==> config.mk <==
export PLATFORM = sky130hd
export DESIGN_NAME = tx_parity_check_and_char_encoder
export DESIGN_NICKNAME = d
export VERILOG_FILES = /design/src/shared/tx_char_pkg.sv /design/src/rtl/tx_parity_check_and_char_encoder.sv
export SDC_FILE = /design/constraint.sdc
export NUM_CORES = 1
export LEC_CHECK = 0
export BUFFER_PORTS_ARGS = -buffer_cell sky130_fd_sc_hd__buf_2
export CELL_PAD_IN_SITES_DETAIL_PLACEMENT = 1
export CELL_PAD_IN_SITES_GLOBAL_PLACEMENT = 2
export CORE_ASPECT_RATIO = 0.7
export CORE_MARGIN = 5
export CORE_UTILIZATION = 37
export DETAILED_ROUTE_END_ITERATION = 16
export PLACE_DENSITY = 0.79
export SLEW_MARGIN = 20
export SYNTH_ARGS = -nofsm -noshare
export SYNTH_HDL_FRONTEND = slang
export SYNTH_SLANG_ARGS = --single-unit
export TNS_END_PERCENT = 30
==> constraint.sdc <==
create_clock -name clock_in -period 6.4 [get_ports clock_in]
set_input_delay 0.96 -clock clock_in [delete_from_list [all_inputs] [get_ports clock_in]]
set_output_delay 0.96 -clock clock_in [all_outputs]
set_load 0.02 [all_outputs]
==> src/shared/tx_char_pkg.sv <==
// Constants, tables and types for the transmit character path.
package tx_char_pkg;

  // Three-level strap encoding on the two-bit select ports.
  localparam logic [1:0] LEVEL_LOW = 2'h0;
  localparam logic [1:0] LEVEL_MID = 2'h1;
  localparam logic [1:0] LEVEL_HIGH = 2'h2;

  // Layout of the synchronised pin vector.
  localparam int PIN_W = 22;
  localparam int POS_REF_CLK = 0;
  localparam int POS_HOST_CLK = 1;
  localparam int POS_DATA = 2;
  localparam int POS_CTL = 10;
  localparam int POS_PARITY = 12;
  localparam int POS_SPECIAL = 13;
  localparam int POS_PAR_SEL = 14;
  localparam int POS_MODE = 16;
  localparam int POS_CLK_SEL = 20;

  // Values after reset.
  localparam logic [PIN_W-1:0] PIN_RESET = 22'h000000;
  localparam logic [9:0] CHAR_RESET = 10'h000;
  localparam logic [8:0] LFSR_SEED = 9'h1FF;
  localparam logic [3:0] REMAIN_RESET = 4'h0;

  // Word sync sequence: characters left after the starting one.
  localparam logic [3:0] SYNC_REMAIN = 4'hF;
  localparam logic [3:0] SYNC_LAST = 4'h1;

  localparam logic [7:0] FILL_CODE = 8'hBC;
  localparam logic [4:0] K28_X = 5'h1C;
  localparam logic [5:0] K28_SIX = 6'h0F;
  localparam logic [3:0] ALT7_FOUR = 4'h7;
  localparam logic [9:0] VIOLATION_POS = 10'h278;
  localparam logic [9:0] VIOLATION_NEG = 10'h187;

  // 5b/6b codes for negative running disparity, bit 5 is a, bit 0 is i.
  localparam logic [5:0] CODE6 [0:31] = '{
    6'h27, 6'h1D, 6'h2D, 6'h31, 6'h35, 6'h29, 6'h19, 6'h38,
    6'h39, 6'h25, 6'h15, 6'h34, 6'h0D, 6'h2C, 6'h1C, 6'h17,
    6'h1B, 6'h23, 6'h13, 6'h32, 6'h0B, 6'h2A, 6'h1A, 6'h3A,
    6'h33, 6'h26, 6'h16, 6'h36, 6'h0E, 6'h2E, 6'h1E, 6'h2B};

  // 3b/4b codes for negative running disparity, bit 3 is f, bit 0 is j.
  localparam logic [3:0] CODE4 [0:7] = '{
    4'hB, 4'h9, 4'h5, 4'hC, 4'hD, 4'hA, 4'h6, 4'hE};

  typedef enum logic [1:0] {
    SYNC_IDLE = 2'h1,
    SYNC_RUN = 2'h2
  } sync_state_type;

endpackage : tx_char_pkg

==> src/rtl/tx_parity_check_and_char_encoder.sv <==
// Transmit parity check, 8B/10B character encoder and serial shifter.
//
// Overview of operation
// - Odd parity checking with an extra parity input in every mode.
// - Selector mid with encoder on checks only data bits plus parity bit.
// - Data, control and parity bits checked: selector high, or mid in bypass.
// - Parity selector low disables all parity checking.
// - Parity is good only when the XOR of checked bits is one.
// - Encoded parity error sends a violation character of correct disparity.
// - Bypass parity error sends the fixed positive violation pattern.
// - Transmit parity errors are reported on the error flag output.
// - While a buffer error is present and BIST is off the violation character is sent.
// - Encoder on converts data or special codes per control and select.
// - Each 10-bit character goes to the shifter and leaves LSB first.
// - The upper three-level mode input picks bypass, atomic or interruptible.
// - Modes 3 and 6 map select and control to data, fill, special, sync.
// - Bypass forwards data and control bits unchanged as one character.
// - Bypass maps data 0-4 to a-e, 5 to i, 6 f, 7 g, h, j.
// - Bypass ignores special select and reads data alike in all clockings.
// - Clock selector mid or high captures on the host transmit clock.
// - Active BIST sends a repeating 511-character sequence instead.
// - An atomic word sync runs all sixteen characters, ignoring input.
// - A buffer error holds the error flag until the buffer is reset or recentred by an atomic sync start.
module tx_parity_check_and_char_encoder (
  input wire logic clock_in,
  input wire logic arst_n_in,
  input wire logic reference_clock_in,
  input wire logic host_transmit_input_clock_in,
  input wire logic [7:0] transmit_data_in,
  input wire logic [1:0] transmit_control_in,
  input wire logic odd_parity_bit_in,
  input wire logic special_code_select_in,
  input wire logic [1:0] parity_check_select_in,
  input wire logic [3:0] transmit_mode_select_in,
  input wire logic [1:0] transmit_clock_source_select_in,
  input wire logic buffer_error_in,
  input wire logic buffer_reset_in,
  input wire logic bist_active_in,
  output logic [9:0] char_out,
  output logic char_strobe_out,
  output logic serial_data_out,
  output logic transmit_error_flag_out
);

  // Encodes one byte, data or special, at running disparity rd
  // (0 negative). Returns {running disparity after, 10-bit character}.
  function automatic logic [10:0] encode(input logic [7:0] b,
                                         input logic k,
                                         input logic rd);
    logic [4:0] x;
    logic [2:0] y;
    logic [5:0] six;
    logic [3:0] four;
    logic rd6;
    logic alt;
    logic bal4;
    x = b[4:0];
    y = b[7:5];
    six = (k && x == tx_char_pkg::K28_X) ? tx_char_pkg::K28_SIX
                                         : tx_char_pkg::CODE6[x];
    rd6 = ($countones(six) != 3) ? ~rd : rd;
    if (rd && ($countones(six) != 3 || (x == 5'h07 && !k))) begin
      six = ~six;
    end
    alt = (y == 3'h7) && (k || (!rd6 && (x == 5'h11 || x == 5'h12 ||
          x == 5'h14)) || (rd6 && (x == 5'h0B || x == 5'h0D ||
          x == 5'h0E)));
    four = alt ? tx_char_pkg::ALT7_FOUR : tx_char_pkg::CODE4[y];
    bal4 = ($countones(four) == 2);
    if (k && x == tx_char_pkg::K28_X && bal4 && y != 3'h3) begin
      if (!rd6) begin
        four = ~four;
      end
    end else if (rd6 && (!bal4 || y == 3'h3)) begin
      four = ~four;
    end
    encode = {(bal4 ? rd6 : ~rd6), four[0], four[1], four[2], four[3],
              six[0], six[1], six[2], six[3], six[4], six[5]};
  endfunction : encode

  // True for the special codes that have a valid 10-bit form.
  function automatic logic special_valid(input logic [7:0] b);
    special_valid = (b[4:0] == tx_char_pkg::K28_X) ||
                    (b[7:5] == 3'h7 && (b[4:0] == 5'h17 ||
                     b[4:0] == 5'h1B || b[4:0] == 5'h1D ||
                     b[4:0] == 5'h1E));
  endfunction : special_valid

  // Pin inputs pass three flip-flops; a bit is taken once stages two
  // and three agree.
  logic [tx_char_pkg::PIN_W-1:0] pin_raw;
  logic [tx_char_pkg::PIN_W-1:0] pin_s1;
  logic [tx_char_pkg::PIN_W-1:0] pin_s2;
  logic [tx_char_pkg::PIN_W-1:0] pin_s3;
  logic [tx_char_pkg::PIN_W-1:0] pin;
  logic [tx_char_pkg::PIN_W-1:0] next_pin;

  assign pin_raw = {transmit_clock_source_select_in,
                    transmit_mode_select_in, parity_check_select_in,
                    special_code_select_in, odd_parity_bit_in,
                    transmit_control_in, transmit_data_in,
                    host_transmit_input_clock_in, reference_clock_in};

  genvar gi;
  generate
    for (gi = 0; gi < tx_char_pkg::PIN_W; gi++) begin : g_filter
      assign next_pin[gi] = (pin_s2[gi] == pin_s3[gi]) ? pin_s3[gi]
                                                        : pin[gi];
    end
  endgenerate

  always_ff @(posedge clock_in or negedge arst_n_in) begin
    if (!arst_n_in) begin
      pin_s1 <= tx_char_pkg::PIN_RESET;
      pin_s2 <= tx_char_pkg::PIN_RESET;
      pin_s3 <= tx_char_pkg::PIN_RESET;
      pin <= tx_char_pkg::PIN_RESET;
    end else begin
      pin_s1 <= pin_raw;
      pin_s2 <= pin_s1;
      pin_s3 <= pin_s2;
      pin <= next_pin;
    end
  end

  // Strap decode.
  wire [1:0] clk_sel = pin[tx_char_pkg::POS_CLK_SEL +: 2];
  wire [1:0] mode_hi = pin[tx_char_pkg::POS_MODE + 2 +: 2];
  wire [1:0] mode_lo = pin[tx_char_pkg::POS_MODE +: 2];
  wire [1:0] par_sel = pin[tx_char_pkg::POS_PAR_SEL +: 2];
  wire encoder_on = (mode_hi != tx_char_pkg::LEVEL_LOW);
  wire atomic_mode = (mode_hi == tx_char_pkg::LEVEL_MID);
  wire use_host_clk = (clk_sel != tx_char_pkg::LEVEL_LOW);

  // Character strobe from the rising edge of the selected input clock.
  logic clk_prev;
  wire sel_clk = use_host_clk ? pin[tx_char_pkg::POS_HOST_CLK]
                              : pin[tx_char_pkg::POS_REF_CLK];
  wire capture = sel_clk & ~clk_prev;

  // Input register.
  logic [7:0] cap_data;
  logic [1:0] cap_ctl;
  logic cap_parity;
  logic cap_special;
  logic cap_valid;

  always_ff @(posedge clock_in or negedge arst_n_in) begin
    if (!arst_n_in) begin
      clk_prev <= 1'b0;
      cap_data <= 8'h00;
      cap_ctl <= 2'h0;
      cap_parity <= 1'b0;
      cap_special <= 1'b0;
      cap_valid <= 1'b0;
    end else begin
      clk_prev <= sel_clk;
      cap_valid <= capture;
      if (capture) begin
        cap_data <= pin[tx_char_pkg::POS_DATA +: 8];
        cap_ctl <= pin[tx_char_pkg::POS_CTL +: 2];
        cap_parity <= pin[tx_char_pkg::POS_PARITY];
        cap_special <= pin[tx_char_pkg::POS_SPECIAL];
      end
    end
  end

  // Parity check on the captured character.
  wire check_ctl = (par_sel == tx_char_pkg::LEVEL_HIGH) || !encoder_on;
  wire parity_xor = ^cap_data ^ cap_parity ^
                    (check_ctl ? ^cap_ctl : 1'b0);
  wire parity_on = (par_sel != tx_char_pkg::LEVEL_LOW);
  wire parity_bad = parity_on && !parity_xor;

  // Character class from control and select, per mode column.
  logic want_data;
  logic want_fill;
  logic want_special;
  logic want_sync;

  always_comb begin
    want_data = 1'b0;
    want_fill = 1'b0;
    want_special = 1'b0;
    want_sync = 1'b0;
    case (mode_lo)
      tx_char_pkg::LEVEL_LOW: begin
        want_data = !cap_ctl[0];
        want_fill = (cap_ctl == 2'h1) && !cap_special;
        want_special = (cap_ctl == 2'h1) && cap_special;
        want_sync = (cap_ctl == 2'h3);
      end
      tx_char_pkg::LEVEL_MID: begin
        want_data = !cap_ctl[0];
        want_fill = (cap_ctl == 2'h1) && !cap_special;
        want_special = (cap_ctl == 2'h3) && !cap_special;
        want_sync = cap_ctl[0] && cap_special;
      end
      default: begin
        want_data = (cap_ctl == 2'h0);
        want_fill = (cap_ctl == 2'h1);
        want_special = (cap_ctl == 2'h2);
        want_sync = (cap_ctl == 2'h3);
      end
    endcase
  end

  // Running state.
  logic rd;
  tx_char_pkg::sync_state_type sync_state;
  logic [3:0] sync_remain;
  logic buffer_fault;
  logic [8:0] lfsr;
  logic [9:0] shift;

  // Encoded candidates.
  wire [10:0] enc_fill = encode(tx_char_pkg::FILL_CODE, 1'b1, rd);
  wire [10:0] enc_data = encode(cap_data, 1'b0, rd);
  wire [10:0] enc_special = encode(cap_data, 1'b1, rd);
  wire [10:0] enc_bist = encode(lfsr[7:0], lfsr[8], rd);
  wire bist_violation = lfsr[8] && !special_valid(lfsr[7:0]);
  wire special_bad = !special_valid(cap_data);
  wire [9:0] violation = rd ? tx_char_pkg::VIOLATION_POS
                            : tx_char_pkg::VIOLATION_NEG;
  wire in_sync = (sync_state == tx_char_pkg::SYNC_RUN);
  wire sync_continue = in_sync && !atomic_mode && (cap_ctl == 2'h0);

  // Next character selection, in priority order.
  logic [9:0] next_char;
  logic next_rd;
  logic next_par_err;
  logic sync_start;
  logic sync_step;

  always_comb begin
    next_char = tx_char_pkg::CHAR_RESET;
    next_rd = rd;
    next_par_err = 1'b0;
    sync_start = 1'b0;
    sync_step = 1'b0;
    if (bist_active_in) begin
      if (bist_violation) begin
        next_char = violation;
      end else begin
        {next_rd, next_char} = enc_bist;
      end
    end else if (buffer_fault) begin
      next_char = violation;
    end else if (!encoder_on) begin
      if (parity_bad) begin
        next_char = tx_char_pkg::VIOLATION_POS;
        next_par_err = 1'b1;
      end else begin
        next_char = {cap_ctl, cap_data};
      end
    end else if (in_sync && atomic_mode) begin
      {next_rd, next_char} = enc_fill;
      sync_step = 1'b1;
    end else if (parity_bad) begin
      next_char = violation;
      next_par_err = 1'b1;
    end else if (sync_continue) begin
      {next_rd, next_char} = enc_fill;
      sync_step = 1'b1;
    end else if (want_sync || want_fill) begin
      {next_rd, next_char} = enc_fill;
      sync_start = want_sync;
    end else if (want_special) begin
      if (special_bad) begin
        next_char = violation;
      end else begin
        {next_rd, next_char} = enc_special;
      end
    end else if (want_data) begin
      {next_rd, next_char} = enc_data;
    end else begin
      next_char = violation;
    end
  end

  // Word sync sequence state machine.
  tx_char_pkg::sync_state_type next_sync_state;
  logic [3:0] next_sync_remain;

  always_comb begin
    next_sync_state = sync_state;
    next_sync_remain = sync_remain;
    case (sync_state)
      tx_char_pkg::SYNC_IDLE: begin
        if (cap_valid && sync_start) begin
          next_sync_state = tx_char_pkg::SYNC_RUN;
          next_sync_remain = tx_char_pkg::SYNC_REMAIN;
        end
      end
      tx_char_pkg::SYNC_RUN: begin
        if (cap_valid) begin
          if (sync_start) begin
            next_sync_remain = tx_char_pkg::SYNC_REMAIN;
          end else if (sync_step && sync_remain > tx_char_pkg::SYNC_LAST) begin
            next_sync_remain = sync_remain - 4'h1;
          end else begin
            next_sync_state = tx_char_pkg::SYNC_IDLE;
            next_sync_remain = tx_char_pkg::REMAIN_RESET;
          end
        end
      end
      default: begin
        next_sync_state = tx_char_pkg::SYNC_IDLE;
        next_sync_remain = tx_char_pkg::REMAIN_RESET;
      end
    endcase
  end

  // Buffer fault is sticky; a new error wins over a reset in the same
  // cycle. An atomic sync start recentres the buffer and clears it.
  wire recentre = cap_valid && atomic_mode && want_sync && !in_sync &&
                  !parity_bad && !bist_active_in;
  wire next_buffer_fault = buffer_error_in ||
                           (buffer_fault && !buffer_reset_in &&
                            !recentre);
  wire [8:0] next_lfsr = {lfsr[7:0], lfsr[8] ^ lfsr[4]};

  always_ff @(posedge clock_in or negedge arst_n_in) begin
    if (!arst_n_in) begin
      rd <= 1'b0;
      sync_state <= tx_char_pkg::SYNC_IDLE;
      sync_remain <= tx_char_pkg::REMAIN_RESET;
      buffer_fault <= 1'b0;
      lfsr <= tx_char_pkg::LFSR_SEED;
    end else begin
      buffer_fault <= next_buffer_fault;
      sync_state <= next_sync_state;
      sync_remain <= next_sync_remain;
      if (cap_valid) begin
        rd <= next_rd;
        if (bist_active_in) begin
          lfsr <= next_lfsr;
        end
      end
    end
  end

  // Character output and LSB-first shifter.
  always_ff @(posedge clock_in or negedge arst_n_in) begin
    if (!arst_n_in) begin
      char_out <= tx_char_pkg::CHAR_RESET;
      char_strobe_out <= 1'b0;
      shift <= tx_char_pkg::CHAR_RESET;
      serial_data_out <= 1'b0;
      transmit_error_flag_out <= 1'b0;
    end else begin
      char_strobe_out <= cap_valid;
      transmit_error_flag_out <= buffer_fault ||
          (transmit_error_flag_out && !cap_valid) ||
          (cap_valid && next_par_err);
      if (cap_valid) begin
        char_out <= next_char;
        shift <= {1'b0, next_char[9:1]};
        serial_data_out <= next_char[0];
      end else begin
        shift <= {1'b0, shift[9:1]};
        serial_data_out <= shift[0];
      end
    end
  end

endmodule : tx_parity_check_and_char_encoder

==> results.md, run 1 <==
- Clock Sinks: 141
- Final WL: 23.32 mm
- Hold crit path type: reg -> reg
- Tcrit/Tclk final: 107.7%
- Root Driver: clkbuf_16
- CTS tree: done
- Worst setup margin: -491.9 ps
- Fin area: 10020 um^2
- Fmax: 145.1 MHz
- CP arrival: 7240 ps
- Synth top area cells: dfrtp_1, ha_1, o21ai_0, dfstp_2, fa_1
- Syn-to-layout area delta: 24.27%
- CP Class: reg -> reg
- Antenna diodes: 0
- Vias in the first global route: 6988
- Core outline area: 21560 um^2
- CTS Buf Count: 17
- Synthesized area: 8061 um^2
- Port Buffer Count: 39
- Failing checks: negative setup slack
- Ports: 40
- CTS Hold Bufs: 0
- Count of final setup violators: 8
- Post-Place Cell Area: 9138 um^2
- Gpl congestion: 0.9265
- Die height: 133.5 um
- Worst Path Max Fanout: 5
- Most common cell on crit path: fa_1
- Yosys warns: 0
- Post-synth top area share: 40.66%
- Min Tclk post-route: 6892 ps
- Die ar.: 24890 um^2
- Worst clock skew: 12.69 ps
- RSZ-0062 raised after global routing: true
- Layout cells sized above 1: 29.52%
- DRT antenna net count: 0
- CP Capture Type: flip-flop
- Ys flop type: dfrtp_1
- R2r setup slk: -490 ps
- Detailed placement HPWL: 17.26 mm
- H-tree depth: 4
- Vias: 6556
- Count of cell types in the netlist: 85
- Rows: 45
- Most frequent cell after synthesis: dfrtp_1
- Bufs and invs on worst path: 8
- Drt drc: 0
- Slew Viols, Final: 0
- Vias per inst: 5.509
- Sequential share of the synthesized area: 43.92%
- Worst EP required: 6750 ps
- Total GRT Usage: 18.89%
- Die X-Extent: 186.4 um
- Worst skew pair latency: 430 ps
- Post-Syn Instances: 788
- CTS Buffer Depth: 2
- Synth Area per Inst: 10.23 um^2
- Net Count, Synth: 865
- Clk slew on worst S/H paths: 70 ps
- Largest net degree at the start of global routing: 80
- Initial DRT Pass Iterations: 5
- Util after Layout: 46.46%
- Starting Density: 37.38%
- Final hold vios: 0
- FFs w/ async S/R, synth: 100.0%
- Cell taking the most area after synthesis: dfrtp_1
- Max-slew headroom: 29.10%
- Worst path slowest cell: dfstp_2
- Grt ovf: 0
- Final setup TNS: -3747 ps
- Synth Register Bits: 141
- Initial antenna violation count: 0
- CP max stage delay: 630 ps
- Slew @ Worst Pin: 1034 ps
- Worst setup SP type: flip-flop
- Final net count: 972
- DR iter-0 viols: 379
- Outcome: finished with violations
- Worst path top cell family by delay: adder cells
- Drt wl/cell: 19.60 um
- Leading cell types by count after synthesis: dfrtp_1, nor2_1, o21ai_0
- MaxCap Viol Count: 0
- Post-synth EDFFs: 0
- Global-route wire length before repair: 37.98 mm
==> cells by family after synthesis <==
family	count (synthesis)	share of synthesized area (%)
AOI/OAI and AO/OA	219	18.55
xor gates and xnor gates	35	4.253
adders and majority gates	72	11.61
buffers and inverters	88	4.516
DFF	141	43.92
muxes	35	4.920
and+or+nand+nor	198	12.23
==> placed cells by master (no fill, tap or decap), types with 7 or more instances in the layout <==
| cell | n |
|---|---|
| a21oi_1 | 36 |
| dfstp_2 | 10 |
| fa_1 | 12 |
| buf_4 | 88 |
| o211ai_1 | 10 |
| o21ai_0 | 48 |
| xnor2_1 | 14 |
| buf_2 | 38 |
| inv_1 | 38 |
| o21ai_1 | 7 |
| xor2_1 | 13 |
| a21o_1 | 9 |
| mux2_2 | 19 |
| clkbuf_16 | 17 |
| a31oi_1 | 16 |
| dfrtp_1 | 130 |
| nor3_1 | 11 |
| o21a_1 | 12 |
| or2_2 | 8 |
| nand2_1 | 52 |
| maj3_1 | 22 |
| nand3_1 | 11 |
| mux2i_1 | 10 |
| nand2b_1 | 7 |
| clkinv_8 | 7 |
| nor2_1 | 59 |
| ha_1 | 29 |
==> layer usage <==
metal / global-route usage (%) / share of wire (%) / vias up / wire length, um
met3: 4.034 / 5.1 / 31 / 1182
met5: 0 / 0 / - / 0
li1: - / - / 3033 / -
met1: 27.97 / 49 / 3339 / 11520
met4: 4.971 / 1.5 / 0 / 341
met2: 28.10 / 44 / 153 / 10280
==> through the flow <==
step	instances	hold WS (ps)	worst slack (ps)
floorplan	788	331.2	-109.4
global placement	1144	332.0	-412.7
detailed placement	1144	335.6	-564.8
CTS	1187	352.7	-465.0
global route	1190	357.4	-857.9
finish	1190	349.3	-491.9
==> worst paths after layout <==
check	startpoint	end	cells past startpoint
worst min register to register	pin_s1[4]	pin_s2[4]	0
worst min-delay path	pin_s1[4]	pin_s2[4]	0
max in group asynchronous	arst_n_in	shift[0]	2
min in group asynchronous	arst_n_in	pin_s1[1]	1
worst max register to register	lfsr[0]	shift[8]	30
worst max-delay path	lfsr[0]	shift[8]	30
==> timing repair <==
| action | 4_1_cts | 5_1_grt |
|---|---|---|
| endpoints found under the setup margin | 9 | 9 |
| pin swaps | 17 | 5 |
| buffers inserted | 11 | 3 |
| gates resized for setup | 25 | 5 |
==> cell type report <==
class / instances / area (um^2)
Fill cell: 2382 / 11550
Multi-Input combinational cell: 559 / 4427
Sequential cell: 141 / 3542
Timing Repair Buffer: 130 / 895.9
Clock buffer: 17 / 425.4
Tap cell: 282 / 352.8
Clock inverter: 15 / 197.7
Inverter: 46 / 177.7
==> flip-flops by register name, summed over array words and instances (netlist names), 2 cells and up <==
| name | flops |
|---|---|
| char_out | 10 |
| pin | 22 |
| pin_s3 | 22 |
| shift | 9 |
| cap_ctl | 2 |
| pin_s1 | 22 |
| pin_s2 | 22 |
| lfsr | 9 |
| cap_data | 8 |
| sync_state | 2 |
| sync_remain | 4 |
Power of run 1 is left out: the tool's default activity adds up to more than one toggle a clock period on the data nets, which glitch-free logic cannot reach.
==> run 2: changes to the inputs <==
--- a/config.mk
+++ b/config.mk
@@ -8,7 +8,7 @@
 export BUFFER_PORTS_ARGS = -buffer_cell sky130_fd_sc_hd__buf_2
 export CELL_PAD_IN_SITES_DETAIL_PLACEMENT = 1
 export CELL_PAD_IN_SITES_GLOBAL_PLACEMENT = 2
-export CORE_ASPECT_RATIO = 0.7
+export CORE_ASPECT_RATIO = 0.9
 export CORE_MARGIN = 5
 export CORE_UTILIZATION = 37
 export DETAILED_ROUTE_END_ITERATION = 16
==> run 2 against run 1 <==
Against the previous run: the flow still finishes with violations (negative setup slack); setup slack better by 62 ps; critical path depth down 2; maximum frequency up 0.91%; clock-buffer cell count up 1; register-to-register slack better by 60 ps; first-iteration DRC count up 1.6%; critical endpoint is now char_out[8].
==> results.md, run 2 (synthesis results as in run 1) <==
- Outcome: finished with violations
- Failing checks: negative setup slack
- Final hold vios: 0
- Placed insts: 1158
- Final cell count without fillers: 1201
- Port Buffer Count: 39
- Slew @ Worst Pin: 1009 ps
- RSZ-0062 raised after global routing: true
- Antenna diodes: 0
- Starting Density: 37.38%
- Fmax: 146.4 MHz
- Vias: 6524
- Worst Path Max Fanout: 5
- H-tree depth: 4
- Drt wl/cell: 19.14 um
- Clk slew on worst S/H paths: 70 ps
- Ports: 40
- Gpl congestion: 0.8908
- Die X-Extent: 165.6 um
- Final net count: 974
- Min Tclk post-route: 6830 ps
- MaxCap Viol Count: 0
- Commonest non-fill, non-tap cell in the layout: dfrtp_1
- Slew Viols, Final: 0
- Syn-to-layout area delta: 23.14%
- CP max stage delay: 600 ps
- DRT antenna net count: 0
- Layout cells sized above 1: 28.79%
- Global-route wire length before repair: 37.96 mm
- CTS Buf Count: 17
- CTS tree: done
- Most frequent cells in the layout: dfrtp_1, buf_4, nor2_1
- Hold slack final: 349.4 ps
- Final WL: 22.99 mm
- Final setup TNS: -3048 ps
- Die height: 150.0 um
- Worst path slowest cell: dfstp_2
- CTS Buffer Depth: 2
- Drt drc: 0
- Count of final setup violators: 9
- Clock Sinks: 141
- Max-slew headroom: 30.83%
- Hold crit path type: reg -> reg
- Largest net degree at the start of global routing: 73
- Core outline area: 21570 um^2
- Die ar.: 24840 um^2
- Initial DRT Pass Iterations: 5
- Vias in the first global route: 7146
- Worst setup margin: -430.0 ps
- Detailed placement HPWL: 16.78 mm
- Root Driver: clkbuf_16
- Initial antenna violation count: 0
- CTS Hold Bufs: 0
- Worst clock skew: 8.223 ps
- Grt ovf: 0
- Worst setup SP type: flip-flop
- Vias per inst: 5.432
- CP Capture Type: flip-flop
- Worst EP required: 6710 ps
- Most common cell on crit path: fa_1
- Tcrit/Tclk final: 106.7%
- Worst skew pair latency: 440 ps
- CP arrival: 7140 ps
- Total GRT Usage: 19.58%
- DR iter-0 viols: 385
- Rows: 51
- CP Class: reg -> reg
## run 2: what timing repair did
item | 4_1_cts | 5_1_grt
endpoints found under the setup margin | 9 | 9
pin swaps | 14 | 5
gates resized for setup | 8 | 9
buffers inserted | 7 | 4
## run 2: final cells by class
type                       instances  area (um^2)
clock inverter                    14        142.6
inverter                          46        177.7
sequential                       141         3541
multi-input combinational        559         4373
fill                            2444        11640
clock buffer                      18        429.2
tap                              291        364.1
timing repair buffer             132        899.6
## run 2: per-layer routing
layer	track usage (%)	vias up	share of wire (%)
met1	26.32	3336	46
met5	0	-	0
met4	6.021	0	1.6
met3	4.462	25	4.5
met2	31.59	132	48
li1	-	3031	-
## run 2: critical path: cells and delay by family, from the launching register on
family                     cells  cell delay (ps)
adders and majority gates      8             2680
AOI/OAI and AO/OA              8             1420
and+or+nand+nor                5             1290
DFF                            1              600
xor gates and xnor gates       2              300
buffers and inverters          4              230
muxes                          1              190
## run 2: metrics by stage
step,cell area (um^2),setup WS (ps),utilization [%]
final,9927,-430.0,46.03
after floorplan,8203,-109.4,-
after detailed placement,9186,-566.3,42.59
after CTS,9843,-460.3,45.64
after global routing,9927,-795.6,46.03
after global placement,9186,-415.2,42.59
## run 2: final timing paths
kind	start	endpoint	slack [ps]	cells after the start
setup / recovery	lfsr[1]	char_out[8]	-430	28
hold / removal	pin_s1[2]	pin_s2[2]	350	0
setup reg to reg	lfsr[1]	char_out[8]	-430	28
hold reg to reg	pin_s1[2]	pin_s2[2]	350	0
max in group asynchronous	arst_n_in	char_out[0]	4480	2
min in group asynchronous	arst_n_in	pin_s1[0]	520	1
Power of run 2 is left out for the same reason.
